<file path="src/logic/isr_pkg.sv">
// Constants, codes and helpers of the instrument status reporting block.
// Assumes a command parser on the same clock drives one-cycle strobes.
package isr_pkg;
   localparam int ERRQ_DEPTH = 8;
   localparam int ERRQ_AW = 3;
   localparam logic [ERRQ_AW:0] ERRQ_FULL = 4'h8;
   localparam logic [ERRQ_AW:0] ERRQ_LAST = 4'h7;
   localparam logic [ERRQ_AW:0] ERRQ_ZERO = 4'h0;
   localparam int OQ_CW = 5;
   localparam logic [OQ_CW-1:0] OQ_FULL = 5'h10;
   localparam logic [OQ_CW-1:0] OQ_ZERO = 5'h00;
   localparam logic [15:0] ENA_MASK = 16'h7FFF;
   localparam int ENA_TOP = 15;
   localparam logic [7:0] SRE_MASK = 8'hBF;
   localparam logic [7:0] STANDARD_EVENT_STATUS_RST = 8'h80;
   localparam logic [7:0] STANDARD_EVENT_STATUS_LIVE = 8'hFD;
   // Status byte bit positions
   localparam int SB_NU0 = 0;
   localparam int SB_NU1 = 1;
   localparam int SB_EE = 2;
   localparam int SB_QUESTIONABLE_SUMMARY_BIT = 3;
   localparam int SB_MAV = 4;
   localparam int SB_ESB = 5;
   localparam int SB_RQS = 6;
   localparam int SB_OPERATION_SUMMARY_BIT = 7;
   // Standard event bit positions
   localparam int SE_OPC = 0;
   localparam int SE_NU = 1;
   localparam int SE_QYE = 2;
   localparam int SE_DDE = 3;
   localparam int SE_EXE = 4;
   localparam int SE_CME = 5;
   localparam int SE_URQ = 6;
   localparam int SE_PON = 7;
   // Register selectors for reads and writes
   localparam logic [3:0] SEL_STB = 4'h0;
   localparam logic [3:0] SEL_ESR = 4'h1;
   localparam logic [3:0] SEL_ESE = 4'h2;
   localparam logic [3:0] SEL_SRE = 4'h3;
   localparam logic [3:0] SEL_QCOND = 4'h4;
   localparam logic [3:0] SEL_QEVT = 4'h5;
   localparam logic [3:0] SEL_QENA = 4'h6;
   localparam logic [3:0] SEL_OCOND = 4'h7;
   localparam logic [3:0] SEL_OEVT = 4'h8;
   localparam logic [3:0] SEL_OENA = 4'h9;
   localparam logic [3:0] SEL_ERR = 4'hA;
   // Signed error codes
   localparam logic signed [15:0] ERR_NONE = 16'h0000;
   localparam logic signed [15:0] ERR_CMD = 16'hFF9C;
   localparam logic signed [15:0] ERR_EXEC = 16'hFF38;
   localparam logic signed [15:0] ERR_CONFLICT = 16'hFF23;
   localparam logic signed [15:0] ERR_RANGE = 16'hFF22;
   localparam logic signed [15:0] ERR_QUEUE_OVFL = 16'hFEA2;
   localparam logic signed [15:0] ERR_Q_INTR = 16'hFE66;
   localparam logic signed [15:0] ERR_Q_UNTERM = 16'hFE5C;
   localparam logic signed [15:0] ERR_Q_DEADLOCK = 16'hFE52;
   // Class bounds: -100, -200, -300, -400, -500
   localparam logic signed [15:0] CLS_CME_TOP = 16'hFF9C;
   localparam logic signed [15:0] CLS_EXE_TOP = 16'hFF38;
   localparam logic signed [15:0] CLS_DDE_TOP = 16'hFED4;
   localparam logic signed [15:0] CLS_QYE_TOP = 16'hFE70;
   localparam logic signed [15:0] CLS_QYE_END = 16'hFE0C;

   function automatic logic summary(input logic [15:0] stat, input logic [15:0] ena);
      summary = |(stat & ena);
   endfunction : summary

   function automatic logic [7:0] err_mask(input logic signed [15:0] code);
      logic [7:0] m;
      m = 8'h00;
      if (code <= CLS_CME_TOP && code > CLS_EXE_TOP) m[SE_CME] = 1'b1;
      if (code <= CLS_EXE_TOP && code > CLS_DDE_TOP) m[SE_EXE] = 1'b1;
      if (code <= CLS_DDE_TOP && code > CLS_QYE_TOP) m[SE_DDE] = 1'b1;
      if (code <= CLS_QYE_TOP && code > CLS_QYE_END) m[SE_QYE] = 1'b1;
      err_mask = m;
   endfunction : err_mask
endpackage : isr_pkg

</file>
<file path="src/logic/isr_event_group.sv">
// Condition, event and enable registers of one status group.
// Assumes conditions come from logic on the same clock.
`timescale 1ns/1ps
module isr_event_group
   import isr_pkg::*;
(
   input wire logic mclk_i, // Clock
   input wire logic rst_n_i, // Sync reset, low
   input wire logic [15:0] cond_i, // Live conditions
   input wire logic ena_wr_i, // Enable write strobe
   input wire logic [15:0] ena_data_i, // Enable write data
   input wire logic preset_i, // Clear enable
   input wire logic evt_rd_i, // Event read, clears
   input wire logic cls_i, // Clear status
   output logic [15:0] event_o, // Latched events
   output logic [15:0] enable_o, // Enable mask
   output logic summary_o // Group summary
);
   logic [15:0] cond_q;
   logic [15:0] evt_q;
   logic [15:0] ena_q;
   wire [15:0] rise = cond_i & ~cond_q & ENA_MASK;
   wire [15:0] evt_d = ((evt_rd_i | cls_i) ? 16'h0000 : evt_q) | rise;
   wire [15:0] ena_wd = ena_wr_i ? (ena_data_i & ENA_MASK) : ena_q;
   wire [15:0] ena_d = preset_i ? 16'h0000 : ena_wd;

   always_ff @(posedge mclk_i) begin
      if (!rst_n_i) begin
         cond_q <= 16'h0000;
         evt_q <= 16'h0000;
         ena_q <= 16'h0000;
      end else begin
         cond_q <= cond_i;
         evt_q <= evt_d;
         ena_q <= ena_d;
      end
   end

   assign event_o = evt_q;
   assign enable_o = ena_q;
   assign summary_o = summary(evt_q, ena_q);
endmodule : isr_event_group

</file>
<file path="src/logic/isr_err_queue.sv">
// First-in first-out error queue with overflow marker.
// Assumes push, pop and clear are strobes on the same clock.
`timescale 1ns/1ps
module isr_err_queue
   import isr_pkg::*;
(
   input wire logic mclk_i, // Clock
   input wire logic rst_n_i, // Sync reset, low
   input wire logic push_i, // New entry strobe
   input wire logic [15:0] code_i, // Entry code
   input wire logic pop_i, // Remove oldest
   input wire logic clr_i, // Empty the queue
   output logic [15:0] head_o, // Oldest entry or zero
   output logic nonempty_o, // Entries waiting
   output logic full_o // No room left
);
   logic [15:0] mem_q [ERRQ_DEPTH];
   logic [ERRQ_AW-1:0] rd_ptr_q;
   logic [ERRQ_AW-1:0] wr_ptr_q;
   logic [ERRQ_AW:0] cnt_q;
   wire take = push_i & (cnt_q != ERRQ_FULL) & ~clr_i;
   wire give = pop_i & (cnt_q != ERRQ_ZERO) & ~clr_i;
   wire [15:0] wdata = (cnt_q == ERRQ_LAST) ? ERR_QUEUE_OVFL : code_i;

   always_ff @(posedge mclk_i) begin
      if (take) mem_q[wr_ptr_q] <= wdata;
   end

   always_ff @(posedge mclk_i) begin
      if (!rst_n_i || clr_i) begin
         rd_ptr_q <= '0;
         wr_ptr_q <= '0;
         cnt_q <= ERRQ_ZERO;
      end else begin
         wr_ptr_q <= wr_ptr_q + ERRQ_AW'(take);
         rd_ptr_q <= rd_ptr_q + ERRQ_AW'(give);
         cnt_q <= cnt_q + (ERRQ_AW + 1)'(take) - (ERRQ_AW + 1)'(give);
      end
   end

   assign nonempty_o = (cnt_q != ERRQ_ZERO);
   assign full_o = (cnt_q == ERRQ_FULL);
   assign head_o = nonempty_o ? mem_q[rd_ptr_q] : ERR_NONE;
endmodule : isr_err_queue

</file>
<file path="src/logic/isr_status_top.sv">
// Status byte, standard event register, masks and queue flags.
// Assumes a parser on the same clock issues commands as strobes.
`timescale 1ns/1ps
module isr_status_top
   import isr_pkg::*;
(
   input wire logic mclk_i, // 200 MHz clock
   input wire logic rst_n_i, // Sync reset, low
   input wire logic local_btn_i, // Local key pin
   input wire logic cls_i, // Clear status
   input wire logic preset_i, // Status preset
   input wire logic opc_cmd_i, // Operation complete command
   input wire logic ops_idle_i, // No operation pending
   input wire logic msg_start_i, // New message after terminator
   input wire logic oq_push_i, // Response byte queued
   input wire logic oq_pop_i, // Response byte read
   output logic oq_full_o, // Output queue full
   input wire logic err_push_i, // Error entry strobe
   input wire logic [15:0] err_code_i, // Signed error code
   input wire logic [15:0] questionable_summary_bit_cond_i, // Questionable conditions
   input wire logic wr_req_i, // Register write strobe
   input wire logic [3:0] wr_sel_i, // Write selector
   input wire logic [15:0] wr_data_i, // Write data
   input wire logic rd_req_i, // Register read strobe
   input wire logic [3:0] rd_sel_i, // Read selector
   output logic [15:0] rd_data_o, // Read data
   output logic rd_valid_o, // Read data valid
   output logic [7:0] status_byte_o, // Serial poll byte
   output logic srq_o // Service request line
);
   logic btn_s1_q;
   logic btn_s2_q;
   logic btn_s3_q;
   logic btn_lvl_q;
   logic opc_pend_q;
   logic opc_pend_d;
   logic [7:0] standard_event_status_q;
   logic [7:0] ese_q;
   logic [7:0] sre_q;
   logic [OQ_CW-1:0] oq_cnt_q;
   logic [OQ_CW-1:0] oq_cnt_d;
   logic [7:0] stb_q;
   logic srq_q;
   logic [15:0] rd_data_q;
   logic rd_valid_q;
   logic [15:0] questionable_summary_bit_evt;
   logic [15:0] questionable_summary_bit_ena;
   logic questionable_summary_bit_sum;
   logic [15:0] operation_summary_bit_evt;
   logic [15:0] operation_summary_bit_ena;
   logic operation_summary_bit_sum;
   logic [15:0] errq_head;
   logic errq_busy;

   // Local key: three stages, level moves once two and three agree
   wire btn_lvl_d = (btn_s2_q == btn_s3_q) ? btn_s2_q : btn_lvl_q;
   wire btn_rise = btn_lvl_d & ~btn_lvl_q;

   always_ff @(posedge mclk_i) begin
      if (!rst_n_i) begin
         btn_s1_q <= 1'b0;
         btn_s2_q <= 1'b0;
         btn_s3_q <= 1'b0;
         btn_lvl_q <= 1'b0;
      end else begin
         btn_s1_q <= local_btn_i;
         btn_s2_q <= btn_s1_q;
         btn_s3_q <= btn_s2_q;
         btn_lvl_q <= btn_lvl_d;
      end
   end

   // Write and read decode
   wire wr_ese = wr_req_i & (wr_sel_i == SEL_ESE);
   wire wr_sre = wr_req_i & (wr_sel_i == SEL_SRE);
   wire wr_qena = wr_req_i & (wr_sel_i == SEL_QENA);
   wire wr_oena = wr_req_i & (wr_sel_i == SEL_OENA);
   wire rd_esr = rd_req_i & (rd_sel_i == SEL_ESR);
   wire rd_qevt = rd_req_i & (rd_sel_i == SEL_QEVT);
   wire rd_oevt = rd_req_i & (rd_sel_i == SEL_OEVT);
   wire rd_err = rd_req_i & (rd_sel_i == SEL_ERR);

   // Operation complete waits for the pipeline to drain
   wire opc_done = opc_pend_q & ops_idle_i;
   always_comb begin
      opc_pend_d = opc_pend_q;
      if (cls_i || opc_done) opc_pend_d = 1'b0;
      if (opc_cmd_i) opc_pend_d = 1'b1;
   end

   // Standard event register: a new event wins over the read clear
   wire [7:0] err_bits = err_push_i ? err_mask(err_code_i) : 8'h00;
   wire [7:0] opc_bit = {7'h00, opc_done} << SE_OPC;
   wire [7:0] urq_bit = {7'h00, btn_rise} << SE_URQ;
   wire [7:0] standard_event_status_set = (err_bits | opc_bit | urq_bit) & STANDARD_EVENT_STATUS_LIVE;
   wire [7:0] standard_event_status_keep = (rd_esr | cls_i) ? 8'h00 : standard_event_status_q;
   wire [7:0] standard_event_status_d = standard_event_status_keep | standard_event_status_set;

   // Output queue occupancy; a new message discards old responses
   wire oq_full = (oq_cnt_q == OQ_FULL);
   wire oq_in = oq_push_i & ~oq_full;
   wire oq_out = oq_pop_i & (oq_cnt_q != OQ_ZERO);
   always_comb begin
      oq_cnt_d = oq_cnt_q + OQ_CW'(oq_in) - OQ_CW'(oq_out);
      if (msg_start_i) oq_cnt_d = OQ_CW'(oq_in);
   end

   // Status byte assembly
   wire output_pending_bit = (oq_cnt_q != OQ_ZERO);
   wire event_summary_bit = summary({8'h00, standard_event_status_q}, {8'h00, ese_q});
   wire [7:0] sb_raw;
   assign sb_raw[SB_NU0] = 1'b0;
   assign sb_raw[SB_NU1] = 1'b0;
   assign sb_raw[SB_EE] = errq_busy;
   assign sb_raw[SB_QUESTIONABLE_SUMMARY_BIT] = questionable_summary_bit_sum;
   assign sb_raw[SB_MAV] = output_pending_bit;
   assign sb_raw[SB_ESB] = event_summary_bit;
   assign sb_raw[SB_RQS] = 1'b0;
   assign sb_raw[SB_OPERATION_SUMMARY_BIT] = operation_summary_bit_sum;
   wire rqs = summary({8'h00, sb_raw}, {8'h00, sre_q & SRE_MASK});
   wire rqs_cause = |(sb_raw & sre_q);
   wire [7:0] sb_now = sb_raw | ({7'h00, rqs} << SB_RQS);

   // Read selection
   wire [15:0] rd_mux =
      (rd_sel_i == SEL_STB) ? {8'h00, stb_q} :
      (rd_sel_i == SEL_ESR) ? {8'h00, standard_event_status_q} :
      (rd_sel_i == SEL_ESE) ? {8'h00, ese_q} :
      (rd_sel_i == SEL_SRE) ? {8'h00, sre_q} :
      (rd_sel_i == SEL_QCOND) ? (questionable_summary_bit_cond_i & ENA_MASK) :
      (rd_sel_i == SEL_QEVT) ? questionable_summary_bit_evt :
      (rd_sel_i == SEL_QENA) ? questionable_summary_bit_ena :
      (rd_sel_i == SEL_OCOND) ? 16'h0000 :
      (rd_sel_i == SEL_OEVT) ? operation_summary_bit_evt :
      (rd_sel_i == SEL_OENA) ? operation_summary_bit_ena :
      (rd_sel_i == SEL_ERR) ? errq_head :
      16'h0000;

   always_ff @(posedge mclk_i) begin
      if (!rst_n_i) begin
         opc_pend_q <= 1'b0;
         standard_event_status_q <= STANDARD_EVENT_STATUS_RST;
         oq_cnt_q <= OQ_ZERO;
      end else begin
         opc_pend_q <= opc_pend_d;
         standard_event_status_q <= standard_event_status_d;
         oq_cnt_q <= oq_cnt_d;
      end
   end

   always_ff @(posedge mclk_i) begin
      if (!rst_n_i) begin
         ese_q <= 8'h00;
         sre_q <= 8'h00;
      end else begin
         if (wr_ese) ese_q <= wr_data_i[7:0];
         if (wr_sre) sre_q <= wr_data_i[7:0] & SRE_MASK;
      end
   end

   always_ff @(posedge mclk_i) begin
      if (!rst_n_i) begin
         stb_q <= 8'h00;
         srq_q <= 1'b0;
         rd_data_q <= 16'h0000;
         rd_valid_q <= 1'b0;
      end else begin
         stb_q <= sb_now;
         srq_q <= rqs;
         rd_valid_q <= rd_req_i;
         if (rd_req_i) rd_data_q <= rd_mux;
      end
   end

   assign status_byte_o = stb_q;
   assign srq_o = srq_q;
   assign rd_data_o = rd_data_q;
   assign rd_valid_o = rd_valid_q;
   assign oq_full_o = oq_full;

   isr_event_group u_questionable_summary_bit (
      .mclk_i(mclk_i),
      .rst_n_i(rst_n_i),
      .cond_i(questionable_summary_bit_cond_i),
      .ena_wr_i(wr_qena),
      .ena_data_i(wr_data_i),
      .preset_i(preset_i),
      .evt_rd_i(rd_qevt),
      .cls_i(cls_i),
      .event_o(questionable_summary_bit_evt),
      .enable_o(questionable_summary_bit_ena),
      .summary_o(questionable_summary_bit_sum)
   );

   // Operation group: no condition ever feeds it
   isr_event_group u_operation_summary_bit (
      .mclk_i(mclk_i),
      .rst_n_i(rst_n_i),
      .cond_i(16'h0000),
      .ena_wr_i(wr_oena),
      .ena_data_i(wr_data_i),
      .preset_i(preset_i),
      .evt_rd_i(rd_oevt),
      .cls_i(cls_i),
      .event_o(operation_summary_bit_evt),
      .enable_o(operation_summary_bit_ena),
      .summary_o(operation_summary_bit_sum)
   );

   isr_err_queue u_errq (
      .mclk_i(mclk_i),
      .rst_n_i(rst_n_i),
      .push_i(err_push_i),
      .code_i(err_code_i),
      .pop_i(rd_err),
      .clr_i(cls_i),
      .head_o(errq_head),
      .nonempty_o(errq_busy),
      .full_o()
   );
endmodule : isr_status_top

</file>
<file path="config.mk">
export PLATFORM = sky130hd
export DESIGN_NAME = isr_status_top
export DESIGN_NICKNAME = d
export VERILOG_FILES = /design/src/logic/isr_pkg.sv /design/src/logic/isr_event_group.sv /design/src/logic/isr_err_queue.sv /design/src/logic/isr_status_top.sv
export SDC_FILE = /design/constraint.sdc
export NUM_CORES = 1
export LEC_CHECK = 0
export BUFFER_PORTS_ARGS = -buffer_cell sky130_fd_sc_hd__buf_2
export CAP_MARGIN = 20
export CORE_MARGIN = 2
export CORE_UTILIZATION = 50
export DETAILED_ROUTE_END_ITERATION = 7
export PLACE_DENSITY = 0.69
export SETUP_SLACK_MARGIN = 0.5
export SLEW_MARGIN = 25
export SYNTH_ARGS = -nofsm -noshare
export SYNTH_HDL_FRONTEND = slang
export SYNTH_HIERARCHICAL = 1
export SYNTH_SLANG_ARGS = --single-unit
</file>
<file path="constraint.sdc">
create_clock -name mclk_i -period 2.47 [get_ports mclk_i]
set_input_delay 0 -clock mclk_i [delete_from_list [all_inputs] [get_ports mclk_i]]
set_output_delay 0 -clock mclk_i [all_outputs]
set_load 0.02 [all_outputs]
</file>
* Word level (Yosys, flattened, before mapping) *
Memory sizes are Yosys's and may differ from the RTL's. A register that Yosys moved wholly into a read port is not among the register bits.
Index checks and enable logic that the tools add are counted.

cells by class
  $add $sub $neg = 6
  $lt $le $gt $ge = 8
  equal/unequal tests = 18
  mux-type cells = 27
  bitwise gates (word level) = 31
  reductions and logical operators = 16

operator list
  kind                                                              count
  two-way mux 16 bit                                                14
  greater-than comparator 16 x 10 -> 1 bit, second input constant   3
  OR reduction 16 bit                                               3
  less-or-equal comparator 16 x 10 -> 1 bit, second input constant  2
  equality test 4 x 3 -> 1 bit, second input constant               6
  AND 16 x 15 -> 16 bit                                             1
  equality test 4 x 2 -> 1 bit, second input constant               4
  equality test 4 bit, second input constant                        4
  greater-than comparator 16 x 9 -> 1 bit, second input constant    1
  less-or-equal comparator 16 x 8 -> 1 bit, second input constant   1
  less-or-equal comparator 16 x 9 -> 1 bit, second input constant   1
  OR 16 x 15 -> 16 bit                                              1
  AND 1 bit                                                         15
  AND 15 bit                                                        1
  NOT 15 bit                                                        1
  OR 6 x 7 -> 7 bit                                                 2
  two-way mux 1 bit                                                 10
  AND 6 x 8 -> 8 bit                                                1
  AND 8 bit                                                         1
  two-way mux 8 bit                                                 1
  OR 8 x 7 -> 8 bit                                                 1
  adder 3 x 1 -> 3 bit                                              2
  two-way mux 6 bit                                                 1
  OR 6 x 1 -> 6 bit                                                 1
  19 further kinds                                                  28

storage, ports and cells
  bits in registers = 130
  RAM bits = 128
  input bits = 69
  output and inout bits = 27
  logic and storage cells = 128
  memories kept = 1

memories
  name          words  width  read ports  clocked after memory_dff  write ports  line                 text
  u_errq.mem_q  8      16     1           1                         1            isr_err_queue.sv:17  logic [15:0] mem_q [ERRQ_DEPTH];

* Depth between registers and ports, before layout *
Gate-level depths: netlist of the first run.

  depth after elaboration = 13
  depth in mapped cells = 15

* By module *
The synthesis of the first run kept the hierarchy.

modules (own cells, without submodules)
  module           instances  cells each  area each (um^2)  seq. area each (um^2)
  isr_err_queue    1          273         5577.8            4043.9
  isr_status_top   1          424         3529.6            1101.1
  isr_event_group  2          155         1544.0            900.9

* Worst setup path after synthesis of the first run *
Ideal clock, no wire load.

  path type = register to register
  start = register u_errq.cnt_q[2]
  end = memory u_errq.mem_q[1][0], enable pin
  library setup time = 0.409 ns
  data arrival time = 2.038 ns
  required time = 2.061 ns
  path slack = 0.022 ns
  stages on the path, launching flop included = 6
  cell sequence = dfxtp_1 -> inv_1 -> ha_1 -> or3b_2 -> nand3_1 -> nor3_1

between the ends
  longest elaborated chain between the ends = 5

ends and longest elaborated chain
  element                                  line                 text
  from (decl)                              isr_err_queue.sv:20  logic [ERRQ_AW:0] cnt_q;
  from (signal assigned)                   isr_err_queue.sv:37  cnt_q <= cnt_q + (ERRQ_AW + 1)'(take) - (ERRQ_AW + 1)'(give);
  != test 4 bit                            isr_err_queue.sv:21  wire take = push_i & (cnt_q != ERRQ_FULL) & ~clr_i;
  AND 1 bit (2 in series)                  isr_err_queue.sv:21
  two-way mux 1 bit                        isr_err_queue.sv:26  if (take) mem_q[wr_ptr_q] <= wdata;
  two-way mux 1 bit (implied by the code)  isr_err_queue.sv:26
  to (decl)                                isr_err_queue.sv:17

Every way passes these cells.

==> results of run 1 <==
layout make-up:
| class | instances | share of cell area |
|---|---|---|
| tap | 324 | 0.02681 |
| multi-input combinational | 631 | 0.3299 |
| sequential | 283 | 0.4602 |
| inverter | 50 | 0.01258 |
| timing repair buffer | 209 | 0.1097 |
| clock inverter | 15 | 0.009765 |
| clock buffer | 36 | 0.05106 |
what timing repair did:
item	CTS	global route
cloned	2	4
hold buffers	52	0
setup endpoints to repair	20	152
buffers inserted	12	12
hold endpoints to repair	152	0
gates resized for setup	26	60
pin swaps	26	59
through the flow:
step / cells / hold slack, ns / total power [mW] / setup slack (ns) / util
2_1_floorplan: 1024 / 0.1066 / 5.898 / 0.3215 / -
3_3_place_gp: 1415 / 0.2102 / 6.183 / 0.2293 / 0.5467
3_5_place_dp: 1415 / 0.2166 / 6.210 / 0.1982 / 0.5467
4_1_cts: 1532 / 0.0001254 / 10.59 / 0.2715 / 0.6148
5_1_grt: 1548 / 0.03180 / 11.05 / 0.1321 / 0.6272
6_report: 1548 / -0.01274 / 10.62 / 0.2535 / 0.6272
critical path: stages, from the launching register on:
cell,delay [ns]
dfxtp_4,0.45
clkbuf_16,0.18
mux4_2,0.51
a22o_4,0.28
mux2i_1,0.16
o2bb2ai_1,0.11
a22oi_1,0.17
nor2_1,0.07
o21a_1,0.18
power breakdown:
part           switching (mW)  leakage [nW]  total (mW)  internal, mW
clock network            1.75         0.462        4.26          2.51
registers               0.118          2.43        5.16          5.04
logic                   0.665          2.89        1.21         0.547
state kept, by name (all words and copies together) (netlist names):
name / count
btn_lvl_q: 1
btn_s1_q: 1
btn_s2_q: 1
btn_s3_q: 1
ese_q: 8
opc_pend_q: 1
oq_cnt_q: 5
rd_data_o: 16
rd_valid_o: 1
sre_q: 7
standard_event_status_q: 7
status_byte_o: 6
u_errq/cnt_q: 4
u_errq/mem_q: 128
u_errq/rd_ptr_q: 3
u_errq/wr_ptr_q: 3
u_operation_summary_bit/cond_q: 15
u_operation_summary_bit/enable_o: 15
u_operation_summary_bit/event_o: 15
u_questionable_summary_bit/cond_q: 15
u_questionable_summary_bit/enable_o: 15
u_questionable_summary_bit/event_o: 15
metal layers:
metal	share of wire	vias up	wire length, um	GRT usage
li1	-	4049	-	-
met1	0.43	4154	13330	0.3167
met2	0.47	339	14580	0.3810
met3	0.065	63	2026	0.03610
met4	0.034	0	1045	0.08026
met5	0	-	0	0
worst paths after layout:
kind / start / end / slack, ns
max reg2reg: u_errq/rd_ptr_q[0]$_SDFF_PP0_ / rd_data_o[14]$_SDFFE_PN0P_ / 0.25
max: u_errq/rd_ptr_q[0]$_SDFF_PP0_ / rd_data_o[14]$_SDFFE_PN0P_ / 0.25
min: err_code_i[11] / u_errq/mem_q[0][11]$_DFFE_PP_ / -0.01
min reg2reg: u_questionable_summary_bit/cond_q[0]$_SDFF_PN0_ / u_questionable_summary_bit/event_o[0]$_SDFF_PN0_ / 0.42
==> run metrics, run 1 <==
Worst VDD drop 0.0006788 V; DIE AREA 25,650 sq um; max-cap violations 0; Hold Violations, Final 8; r2r worst-path depth 8; type of origin of the critical path register; crit path DAT 2.65 ns; status finished with violations; area of the multi-input gates 4987 sq um; Die Y 160.2 um; Fmax 0.4512 GHz; Cell Pwr Density 702.7 nW/um^2; clk root buf clkbuf_16; Post-Syn Instances 1,006; cell area after layout 15,120 sq um; failing checks hold timing; antenna violations before repair 0; Port Buffers 91; static leakage 5.777 nW; share of cells above drive strength 1 0.2704; RD Place Congestion 0.8978; CTS clk-pin slew, worst paths 0.06 ns; storage element area 6958 sq um; fin crit period 2.216 ns; total CTS buffers 29; Slew HR 0.3733; Yosys warnings 6; CP max FO 5; setup tns final 0 ns; vias in the first global route 8,360; Cell Area, Placed 13,180 sq um; largest net degree at the start of global routing 34; Final Slew Violations 0; Sink Count 283; clk buf depth 3; WL final 30,990 um; vias per cell 5.559; most common cell after layout, fill and taps aside dfxtp_1; number of remaining DRC errors 0; Setup crit end kind register; RSZ-0062 raised after global routing yes; Final setup viols 0; P&R area growth vs syn 24.01%; Row Count 57; WL per Instance 20.02 um; worst-skew pair later-pin latency 0.54 ns; CTS H-Tree Depth 1; global-route wire length before repair 46,530 um; Setup CP Type register to register; HP Class input pin to register; CTS tree built; # diodes 0; DP Wirelength 19,600 um; Worst Hold Path Cells 2; Synth Area per Inst 12.12 sq um; Die W 160.2 um; Final Skew 0.007530 ns; GRT Total Usage 0.2322; DR vias 8,605; gr ovfl total 0; mapped cell area 12,190 sq um; fin nets 1,292; Filler Cell Count 1,899; Worst-Margin Slew 0.9164 ns; Iter 0 DRT Violations 844; commonest non-fill, non-tap cells in the layout dfxtp_1 (148), edfxtp_1 (128), buf_2 (91), nand2_1 (86), nor2_1 (80); final worst-path cycle share 0.8974; hold slack -0.01274 ns; initial core utilization 0.5058; Core ar. 24,110 sq um; First-pass DRT Iterations 6; I/O Pins 96; Final ANT Viol Nets 0; CP required 2.90 ns
(Power assumes the default switching activity.)
==> inputs of run 2 (changes only) <==
PLACE_DENSITY = 0.66   (was 0.69)
clock period = 2.85 ns   (was 2.47 ns; I/O delays follow)
==> run metrics, run 2 (synthesized netlist as in run 1, its figures left out) <==
Largest register FFs 128 (unchanged); most common cell after layout, fill and taps aside dfxtp_1 (unchanged); Final WS setup 0.5697 ns (was 0.2535 ns); Biggest register u_errq/mem_q (unchanged); Final setup viols 0 (unchanged); initial core utilization 0.5058 (unchanged); total CTS buffers 30 (was 29); dpl ws 0.4420 ns (was 0.1982 ns); Non-Filler Instances 1,534 (was 1,548); fin crit period 2.280 ns (was 2.216 ns); worst-skew pair later-pin latency 0.55 ns (was 0.54 ns); CTS tree built (unchanged); # diodes 0 (unchanged); fin nets 1,274 (was 1,292); Hold Violations, Final 0 (was 8); Final ANT Viol Nets 0 (unchanged); Core ar. 24,110 sq um (unchanged); share of cells above drive strength 1 0.2215 (was 0.2704); First-pass DRT Iterations 6 (unchanged); antenna violations before repair 0 (unchanged); routed wl met3 2009 um (was 2026 um); Slew HR 0.3364 (was 0.3733); crit path DAT 2.72 ns (was 2.65 ns); static leakage 5.699 nW (was 5.777 nW); DIE AREA 25,650 sq um (unchanged); DP Wirelength 19,260 um (was 19,600 um); Sink Count 283 (unchanged); top sig layer met4 (unchanged); DR vias 8,477 (was 8,605); final worst-path cycle share 0.8001 (was 0.8974); clk root buf clkbuf_16 (unchanged); Setup CP Type register to register (unchanged); type of origin of the critical path register (unchanged); P&R area growth vs syn 21.52% (was 24.01%); Die W 160.2 um (unchanged); commonest non-fill, non-tap cells in the layout dfxtp_1 (150), edfxtp_1 (128), buf_2 (91), nand2_1 (87), nor2_1 (86) (was dfxtp_1 (148), edfxtp_1 (128), buf_2 (91), nand2_1 (86), nor2_1 (80)); Fmax 0.4385 GHz (was 0.4512 GHz); Worst VDD drop 0.0005618 V (was 0.0006788 V); Row Count 57 (unchanged); Die Y 160.2 um (unchanged); routed wl met2 14,100 um (was 14,580 um); number of remaining DRC errors 0 (unchanged); WL final 30,040 um (was 30,990 um); clk buf depth 3 (unchanged); Final Slew Violations 0 (unchanged); global-route wire length before repair 46,110 um (was 46,530 um); WL per Instance 19.58 um (was 20.02 um); max-cap violations 0 (unchanged); CP max FO 4 (was 5); status finished clean (was finished with violations); Iter 0 DRT Violations 750 (was 844); number of placed cells counting well taps 1,409 (was 1,415); Worst-Margin Slew 0.9899 ns (was 0.9164 ns); gr ovfl total 0 (unchanged); I/O Pins 96 (unchanged); met1 WL 13,160 um (was 13,330 um); Setup crit end kind register (unchanged); vias in the first global route 8,204 (was 8,360); Port Buffers 91 (unchanged); GRT Total Usage 0.2297 (was 0.2322); Cell Pwr Density 632.7 nW/um^2 (was 702.7 nW/um^2); CTS H-Tree Depth 1 (unchanged); CTS clk-pin slew, worst paths 0.06 ns (about the same); setup tns final 0 ns (unchanged); vias per cell 5.526 (was 5.559); largest net degree at the start of global routing 35 (was 34); RSZ-0062 raised after global routing yes (unchanged); RD Place Congestion 0.8670 (was 0.8978); HP Class input pin to register (unchanged); CP required 3.29 ns (was 2.90 ns); Final Skew 0.007529 ns (was 0.007530 ns)
[run 2: changes by cell type in the layout (fill, tap and decap cells not counted), moves of 5 or more]
| cell | before | now |
|---|---|---|
| clkinvlp_4 | 0 | 5 |
| mux4_2 | 33 | 18 |
| clkinv_2 | 10 | 5 |
| inv_1 | 41 | 46 |
| ha_4 | 7 | 1 |
| nor2_1 | 80 | 86 |
| mux4_1 | 0 | 15 |
| buf_6 | 16 | 2 |
[run 2: critical path, stage by stage, from the launching register on]
cell,delay [ns]
dfxtp_2,0.33
inv_1,0.06
ha_2,0.18
nor3b_4,0.16
buf_4,0.15
nor3b_4,0.19
ha_2,0.29
inv_1,0.08
ha_2,0.20
fa_1,0.40
and2_1,0.14
[run 2: metal layers]
layer / GRT usage / vias up
met3: 0.03247 / 59
met1: 0.3179 / 4084
li1: - / 4034
met4: 0.06798 / 0
met5: 0 / -
met2: 0.3796 / 300
[run 2: through the flow]
step / cell area [sq um] / hold slack [ns] / power [mW] / util
final: 14820 / 0.02738 / 9.374 / 0.6146
after global routing: 14820 / 0.04888 / 9.728 / 0.6146
after CTS: 14590 / 0.001594 / 9.373 / 0.6054
after detailed placement: 13000 / 0.2178 / 5.326 / 0.5392
after global placement: 13000 / 0.2095 / 5.309 / 0.5392
after floorplan: 12270 / 0.1066 / 5.065 / -
[run 2: final timing paths]
| path | cells after the start | endpoint | slack, ns | from |
|---|---|---|---|---|
| setup / recovery | 10 | u_errq/cnt_q[1]$_SDFF_PP0_ | 0.57 | u_errq/cnt_q[2]$_SDFF_PP0_ |
| setup reg to reg | 10 | u_errq/cnt_q[1]$_SDFF_PP0_ | 0.57 | u_errq/cnt_q[2]$_SDFF_PP0_ |
| hold / removal | 2 | u_errq/mem_q[1][13]$_DFFE_PP_ | 0.03 | err_code_i[13] |
| hold reg to reg | 1 | u_questionable_summary_bit/event_o[13]$_SDFF_PN0_ | 0.42 | u_questionable_summary_bit/cond_q[13]$_SDFF_PN0_ |
[run 2: power by group]
group          switching, mW  total [mW]  internal (mW)
Clock                   1.60        3.96           2.36
Sequential            0.0885        4.45           4.36
Combinational          0.532       0.958          0.427
Total                   2.22        9.37           7.15
[run 2: area by class of cell]
class                   count  area, sq um
fillers                  1945         9290
flip-flops and latches    283         6955
multi-input cells         631         4850
repair buffers            190         1394
clock buffers              38        842.1
well taps                 324        405.4
inverters                  50        187.7
clock inverters            18        181.4
[run 2: what timing repair did]
| item | 4_1_cts | 5_1_grt |
|---|---|---|
| setup endpoints to repair | 1 | 17 |
| buffers inserted | 1 | 10 |
| cloned | 0 | 2 |
| pin swaps | 1 | 7 |
| endpoints found under the hold margin | 177 | 0 |
| hold buffers | 56 | 0 |
| resized for setup | 1 | 32 |
